`config.mk`:
```
export PLATFORM = sky130hd
export DESIGN_NAME = pomc_top
export DESIGN_NICKNAME = d
export VERILOG_FILES = /design/src/rtl/pomc_pkg.sv /design/src/rtl/pomc_top.sv
export SDC_FILE = /design/constraint.sdc
export NUM_CORES = 1
export LEC_CHECK = 0
export CAP_MARGIN = 10
export CORE_ASPECT_RATIO = 0.6
export CORE_MARGIN = 2
export CORE_UTILIZATION = 50
export CTS_BUF_LIST = sky130_fd_sc_hd__clkbuf_8
export DETAILED_ROUTE_END_ITERATION = 10
export DONT_BUFFER_PORTS = 1
export GPL_ROUTABILITY_DRIVEN = 0
export PLACE_DENSITY_LB_ADDON = 0.08
export SLEW_MARGIN = 20
export SYNTH_ARGS = -nofsm -noshare
export SYNTH_HDL_FRONTEND = slang
export SYNTH_SLANG_ARGS = --single-unit
```
`constraint.sdc`:
```
create_clock -name hclk -period 11.4 [get_ports hclk]
set_input_delay 1.14 -clock hclk [delete_from_list [all_inputs] [get_ports hclk]]
set_output_delay 1.14 -clock hclk [all_outputs]
set_load 0.02 [all_outputs]
```
`src/rtl/pomc_pkg.sv`:
```
/*
 * constants for the process output mode control block: register map,
 * reset values, switch field positions and timing figures.
 * assumes a 40 MHz hclk.
 */
package pomc_pkg;
   // clock and timing
   localparam int CLK_PERIOD_NS = 25;
   localparam int MS_NS = 1000000;
   localparam int MS_CYCLES = MS_NS / CLK_PERIOD_NS;
   localparam int MS_PER_S = 1000;
   // register byte offsets
   localparam logic [7:0] OFS_MISC = 8'h00;
   localparam logic [7:0] OFS_CYCLE = 8'h04;
   localparam logic [7:0] OFS_RATE = 8'h08;
   localparam logic [7:0] OFS_ERROR = 8'h0c;
   localparam logic [7:0] OFS_SETPT = 8'h10;
   localparam logic [7:0] OFS_STATUS = 8'h14;
   localparam logic [7:0] OFS_LOOP = 8'h18;
   localparam logic [7:0] OFS_IRQ_STAT = 8'h1c;
   localparam logic [7:0] OFS_IRQ_MASK = 8'h20;
   // reset values
   localparam logic [7:0] RST_MISC = 8'hff;
   localparam logic [7:0] RST_CYCLE = 8'h04;
   localparam logic [5:0] RST_RATE = 6'h00;
   localparam logic [1:0] RST_IRQ_MASK = 2'h0;
   // misc function switch bit positions
   localparam int MF_SINGLE = 0;
   localparam int MF_AUTO = 1;
   localparam int MF_REVERSE = 2;
   localparam int MF_UNIT = 3;
   // cycle time switch value that selects the forced period
   localparam logic [7:0] CYCLE_LOOP_SETTING = 8'hff;
   localparam logic [7:0] FORCED_PERIOD_S = 8'h01;
   // demand scale: tenths of a percent
   localparam int DEMAND_FULL = 1000;
   // loop current in microamps
   localparam logic [14:0] LOOP_NULL_SINGLE = 15'd4000;
   localparam logic [18:0] LOOP_NULL_SPLIT = 19'd12000;
   // interrupt bits
   localparam int IRQ_PERIOD = 0;
   localparam int IRQ_CONFLICT = 1;
endpackage

```
`src/rtl/pomc_top.sv`:
```
/*
 * output-stage control: time-proportioned heat and cool relays and the
 * current loop level, configured and fed over an AHB-Lite slave.
 * assumes a single AHB master, one 40 MHz clock, and asynchronous pins
 * loop_fitted and linear_unit that are held static in use.
 */
// Added by the designer: the AHB-Lite register port and the address map.
// Functional notes
// - loop fitted and cycle switch 255: relay period forced to one second.
// - no loop fitted: period equals cycle switch seconds, 255 gives 255 s; switch 0 gives 1 s.
// - loop fitted, cycle switch not 255: raise loop conflict display flag.
// - single mode: 4 mA null, linear to 20 mA at full demand.
// - split mode: 12 mA null, 20 mA full heat, 4 mA full cool.
// - single reverse: +50 gives 12.0 mA, zero and negative give 4.0 mA.
// - split: +50 gives 16.0 mA, -50 gives 8.0 mA, extremes 20 and 4.
// - action bit high: reverse action, demand follows error sign.
// - action bit low: direct action, demand is negated error.
// - auto bit high: demand taken from process error feedback.
// - auto bit low: demand taken from setpoint value, same mapping.
// - temperature units: unit bit up means Celsius, down Fahrenheit.
// - linear units: unit bit low 4-20 mA input, high 0-500 mV.
// - misc switch positions five to eight have no effect.
// - cycle switch read as binary seconds, bit 1 least significant.
// - rate increase from bits 1-3, decrease 4-6; all zero disables rate.
// - reset gives single current, reverse action, automatic operation.
`timescale 1ns/1ps
module pomc_top
   import pomc_pkg::*;
#(
   parameter int MS_CYC = MS_CYCLES
) (
   // clock and reset
   input wire logic hclk,
   input wire logic hresetn,
   // ahb-lite slave
   input wire logic hsel,
   input wire logic [31:0] haddr,
   input wire logic [1:0] htrans,
   input wire logic hwrite,
   input wire logic [2:0] hsize,
   input wire logic [31:0] hwdata,
   input wire logic hready,
   output logic [31:0] hrdata,
   output logic hreadyout,
   output logic hresp,
   // straps
   input wire logic loop_fitted,
   input wire logic linear_unit,
   // outputs to relays and loop
   output logic heat_relay,
   output logic cool_relay,
   output logic [14:0] loop_current_ua,
   // mode indications
   output logic loop_conflict,
   output logic temp_celsius,
   output logic input_mv_mode,
   output logic [2:0] rate_inc,
   output logic [2:0] rate_dec,
   output logic rate_enable,
   output logic irq
);

   typedef struct packed {
      logic wr_pend;
      logic [7:0] waddr;
      logic [31:0] rdata;
      logic [7:0] misc;
      logic [7:0] cyc;
      logic [5:0] rate;
      logic [15:0] err;
      logic [15:0] setpt;
      logic [1:0] ist;
      logic [1:0] imask;
      logic fit_m;
      logic fit;
      logic lin_m;
      logic lin;
      logic [15:0] ms_cnt;
      logic [17:0] el_ms;
      logic [7:0] per_s;
      logic [9:0] heat_duty;
      logic [9:0] cool_duty;
      logic heat_on;
      logic cool_on;
      logic [14:0] loop_ua;
      logic conflict;
   } pomc_state_t;

   pomc_state_t r;
   pomc_state_t next_r;

   logic signed [15:0] src_c;
   logic signed [15:0] d_c;
   logic signed [15:0] neg_c;
   logic [9:0] heat_c;
   logic [9:0] cool_c;
   logic [18:0] split_c;
   logic [7:0] per_sel_c;
   logic conflict_c;
   logic ms_tick_c;
   logic restart_c;
   logic addr_ok_c;
   logic [31:0] rmux_c;

   always_comb begin
      next_r = r;
      // pin synchronisers
      next_r.fit_m = loop_fitted;
      next_r.fit = r.fit_m;
      next_r.lin_m = linear_unit;
      next_r.lin = r.lin_m;

      // demand source and action
      src_c = r.misc[MF_AUTO] ? $signed(r.err) : $signed(r.setpt);
      if (r.misc[MF_REVERSE]) begin
         d_c = src_c;
      end else begin
         d_c = -src_c;
      end
      if (d_c > 16'sd1000) begin
         d_c = 16'(DEMAND_FULL);
      end else if (d_c < -16'sd1000) begin
         d_c = -16'(DEMAND_FULL);
      end
      neg_c = -d_c;
      heat_c = (d_c > 16'sd0) ? d_c[9:0] : 10'h000;
      cool_c = (d_c < 16'sd0) ? neg_c[9:0] : 10'h000;

      // loop current, bit 0 single or split; bits 4-7 unused
      split_c = LOOP_NULL_SPLIT + {d_c, 3'b000};
      if (r.misc[MF_SINGLE]) begin
         next_r.loop_ua = LOOP_NULL_SINGLE + {1'b0, heat_c, 4'h0};
      end else begin
         next_r.loop_ua = split_c[14:0];
      end

      // period selection, binary seconds
      conflict_c = r.fit && (r.cyc != CYCLE_LOOP_SETTING);
      next_r.conflict = conflict_c;
      if (r.fit && (r.cyc == CYCLE_LOOP_SETTING)) begin
         per_sel_c = FORCED_PERIOD_S;
      end else if (r.cyc == 8'h00) begin
         per_sel_c = FORCED_PERIOD_S;
      end else begin
         per_sel_c = r.cyc;
      end

      // millisecond divider and period timer
      ms_tick_c = (r.ms_cnt == 16'(MS_CYC - 1));
      next_r.ms_cnt = ms_tick_c ? 16'h0000 : r.ms_cnt + 16'h0001;
      restart_c = ms_tick_c && (r.el_ms >= 18'(r.per_s) * 18'(MS_PER_S) - 18'h00001);
      if (restart_c) begin
         next_r.el_ms = 18'h00000;
         next_r.per_s = per_sel_c;
         next_r.heat_duty = heat_c;
         next_r.cool_duty = cool_c;
      end else if (ms_tick_c) begin
         next_r.el_ms = r.el_ms + 18'h00001;
      end
      // relay on for duty/1000 of the period
      next_r.heat_on = !restart_c && (r.el_ms < 18'(r.heat_duty) * 18'(r.per_s));
      next_r.cool_on = !restart_c && (r.el_ms < 18'(r.cool_duty) * 18'(r.per_s));

      // sticky interrupt status, set wins over clear
      addr_ok_c = hsel && hready && htrans[1];
      if (r.wr_pend && r.waddr == OFS_IRQ_STAT) begin
         next_r.ist = r.ist & ~hwdata[1:0];
      end
      if (restart_c) begin
         next_r.ist[IRQ_PERIOD] = 1'b1;
      end
      if (conflict_c && !r.conflict) begin
         next_r.ist[IRQ_CONFLICT] = 1'b1;
      end

      // register writes in the data phase
      if (r.wr_pend) begin
         case (r.waddr)
            OFS_MISC: next_r.misc = hwdata[7:0];
            OFS_CYCLE: next_r.cyc = hwdata[7:0];
            OFS_RATE: next_r.rate = hwdata[5:0];
            OFS_ERROR: next_r.err = hwdata[15:0];
            OFS_SETPT: next_r.setpt = hwdata[15:0];
            OFS_IRQ_MASK: next_r.imask = hwdata[1:0];
            default: next_r.waddr = r.waddr;
         endcase
      end

      // read mux sampled in the address phase
      case (haddr[7:0])
         OFS_MISC: rmux_c = {24'h000000, r.misc};
         OFS_CYCLE: rmux_c = {24'h000000, r.cyc};
         OFS_RATE: rmux_c = {26'h0, r.rate};
         OFS_ERROR: rmux_c = {16'h0000, r.err};
         OFS_SETPT: rmux_c = {16'h0000, r.setpt};
         OFS_STATUS: rmux_c = {8'h00, r.per_s, 11'h000, r.lin, r.fit,
                               r.cool_on, r.heat_on, r.conflict};
         OFS_LOOP: rmux_c = {17'h0, r.loop_ua};
         OFS_IRQ_STAT: rmux_c = {30'h0, r.ist};
         OFS_IRQ_MASK: rmux_c = {30'h0, r.imask};
         default: rmux_c = 32'h00000000;
      endcase
      next_r.wr_pend = addr_ok_c && hwrite;
      if (addr_ok_c) begin
         next_r.waddr = haddr[7:0];
         if (!hwrite) begin
            next_r.rdata = rmux_c;
         end
      end
   end

   always_ff @(posedge hclk or negedge hresetn) begin
      if (!hresetn) begin
         r <= '0;
         r.misc <= RST_MISC;
         r.cyc <= RST_CYCLE;
         r.rate <= RST_RATE;
         r.imask <= RST_IRQ_MASK;
         r.per_s <= FORCED_PERIOD_S;
      end else begin
         r <= next_r;
      end
   end

   assign hrdata = r.rdata;
   assign hreadyout = 1'b1;
   assign hresp = 1'b0;
   assign heat_relay = r.heat_on;
   assign cool_relay = r.cool_on;
   assign loop_current_ua = r.loop_ua;
   assign loop_conflict = r.conflict;
   assign temp_celsius = !r.lin && r.misc[MF_UNIT];
   assign input_mv_mode = r.lin && r.misc[MF_UNIT];
   assign rate_inc = r.rate[2:0];
   assign rate_dec = r.rate[5:3];
   assign rate_enable = |r.rate;
   assign irq = |(r.ist & r.imask);
endmodule

```
==> metrics <==
# setup viols final 0; Worst-path clk slew 0.12 ns; RSZ-0062 raised after global routing false; Syn Inst Count 1764; Core ar. 32480 sq um; initial drt markers 962; Clock Tree Buf Depth 2; Max-Cap Viols 0; Setup crit end kind flip-flop; I/O Pins 138; CTS Hold Bufs 0; Final Cycle Share 69.30%; number of flops mapped to enable cells by yosys 0; Avg Cell Area, Syn 9.373 sq um; Clock Skews 0.02672 ns; grt ovf 0; initial antenna violation count 0; vias 12283; leakage dissipation 8.578 nW; die height 144.9 microns; post-synthesis cell area 16530 sq um; maximum number of pins on one net before global-route repair 173; dpl hpwl 32630 microns; global-route wire length before repair 67990 microns; crit-path max FO 41; synth top area cells dfrtp_1 (25%), fa_1 (14%), ha_1 (13%); register area share after synthesis 26.11%; Crit path required time 11.78 ns; Starting Density 50.90%; Unique masters post-synth 76; TritonCTS buffer count 17; Worst Max-Slew Pin Slew 1.052 ns; Power Dens Cells 100.1 nW/um^2; Die X 238.8 microns; # port buffers 0; worst-skew pair later-pin latency 0.51 ns; row cnt 51; Yosys reg bits 172; Period minus WS final 7.900 ns; total power 0.001704 W; Max-Slew Margin vs Limit 29.66%; CTS H-tree depth 4; Ant. Diodes 0; FMAX 126.6 MHz; die area 34580 sq um; vias in the first global route 11821; DR WL/cell 19.88 microns; area delta synth->final 2.989%; First-pass DRT Iterations 7; Global Route Usage Sum 25.52%; nets@finish 2054; status finished, final reports clean; Arr. time, crit path 8.28 ns; max-slew violation count 0; Final Hold Violating Endpoints 0; clock sink total 172; DRC viols 0; Post-synth ARST share 100.0%; most frequent cells in the layout inv_1 (178), nand2_1 (173), ha_1 (171); CTS tree built; Setup Buffers After CTS 0; VDD IR max 72.56 uV; Yosys top cell by area dfrtp_1; share of cells above drive strength 1 8.925%; vias per cell 5.775; startpoint types flip-flop; TNS Setup 0 ns; Resize count post-CTS 0; Hold Path Class input port to async pin; Main synth FF type dfrtp_1; Clock Tree Root clkbuf_8; final wirelength 42280 microns; commonest non-fill, non-tap cell in the layout inv_1; Ys Warns 0; Crit Path Category flip-flop to flip-flop; antenna-violating nets left 0; Yosys top cell area share 24.52%
==> state kept, by name, summed over array words and instances, names as in the netlist <==
name,cells
heat_relay,1
hrdata,24
loop_current_ua,12
cool_relay,1
loop_conflict,1
r,125
next_r,2
rate_dec,3
rate_inc,3
==> stage by stage <==
| step | util [%] | cell area, sq um | instances | setup slack, ns | hold slack (ns) |
|---|---|---|---|---|---|
| after global routing | 52.43 | 17030 | 2127 | 3.071 | 0.2924 |
| after detailed placement | 51.07 | 16590 | 2095 | 3.731 | 0.3347 |
| after global placement | 51.07 | 16590 | 2095 | 3.861 | 0.3356 |
| final | 52.43 | 17030 | 2127 | 3.500 | 0.3179 |
| after floorplan | - | 16570 | 1775 | 4.997 | 0.3312 |
| after CTS | 52.40 | 17020 | 2127 | 3.637 | 0.2819 |
==> power breakdown <==
group	internal [W]	switching, W	total (W)
clock network	0.000189	0.000285	0.000474
registers	0.000645	0.0000659	0.000711
logic	0.000191	0.000328	0.000519
==> cells in the mapped netlist (6+ instances only) <==
| library cell | count |
|---|---|
| nand3b_1 | 6 |
| nand2b_1 | 10 |
| nand2_1 | 173 |
| a22o_1 | 23 |
| and3_1 | 14 |
| a222oi_1 | 13 |
| o31ai_1 | 10 |
| o21ai_0 | 67 |
| xor2_1 | 49 |
| a22oi_1 | 12 |
| nor2b_1 | 6 |
| mux2_2 | 67 |
| buf_4 | 55 |
| nor4_1 | 8 |
| fa_1 | 117 |
| o21bai_1 | 16 |
| clkbuf_1 | 57 |
| buf_2 | 8 |
| nor2_1 | 90 |
| nand4_1 | 14 |
| or3_1 | 11 |
| and2_1 | 86 |
| nor3_1 | 39 |
| a21oi_1 | 68 |
| inv_1 | 178 |
| dfstp_2 | 10 |
| mux2i_1 | 13 |
| a21o_1 | 29 |
| a211oi_1 | 11 |
| dfrtp_1 | 162 |
| xnor2_1 | 57 |
| ha_1 | 171 |
| nand3_1 | 38 |
==> cell families (layout without fill, tap and decap cells) <==
family	count (synthesis)	count (layout)	share of synthesized area (%)
compound gates	295	295	12.02
xor+xnor	107	107	5.714
fa+ha+maj	288	288	27.11
buf+inv	301	229	8.143
flops	172	172	26.11
mux	80	80	5.350
other cells	2	13	0.04542
simple gates	519	519	15.51
==> worst paths after layout <==
kind	from	endpoint	slack, ns	cells after the start
worst max-delay path	r[135]	loop_current_ua[13]	3.50	25
worst min-delay path	hresetn	r[59]	0.32	0
worst max register to register	r[135]	loop_current_ua[13]	3.50	25
worst min register to register	next_r[82]	r[82]	0.36	0
max in group asynchronous	hresetn	r[134]	10.74	0
min in group hclk	next_r[82]	r[82]	0.36	0
==> critical path, stage by stage (launching register included) <==
cell      delay, ns
dfstp_2        1.08
mux2i_1        0.43
ha_1           0.25
or4bb_1        0.54
a222oi_1       0.82
nor2_1         0.16
xnor2_2        0.25
nor3_1         0.09
a41oi_1        0.29
nand4_1        0.13
ha_1           0.62
inv_1          0.29
nand3_1        0.29
ha_1           0.24
nand2_1        0.13
and4b_1        0.31
nand4_2        0.13
o221ai_2       0.09
buf_4          0.24
nor2_1         0.11
ha_1           0.26
o41ai_1        0.49
xor2_1         0.19
nor3_1         0.07
o21ai_0        0.16
o21ai_0        0.10
==> final cells by class <==
type                            count  area, sq um
Tap cell                          424        530.5
Clock inverter                     15        200.2
Multi-Input combinational cell   1302        10940
Timing Repair Buffer               19        142.6
Inverter                          178        668.1
Sequential cell                   172         4317
Clock buffer                       17        234.0
Fill cell                        3029        15450
==> metal layers <==
metal | global-route usage (%) | vias up | routed length [microns]
li1 | - | 5777 | -
met1 | 41.60 | 6102 | 22270
met2 | 34.01 | 377 | 16580
met3 | 5.615 | 27 | 3125
met4 | 3.882 | 0 | 305
met5 | 0 | - | 0
(Power assumes the default switching activity.)
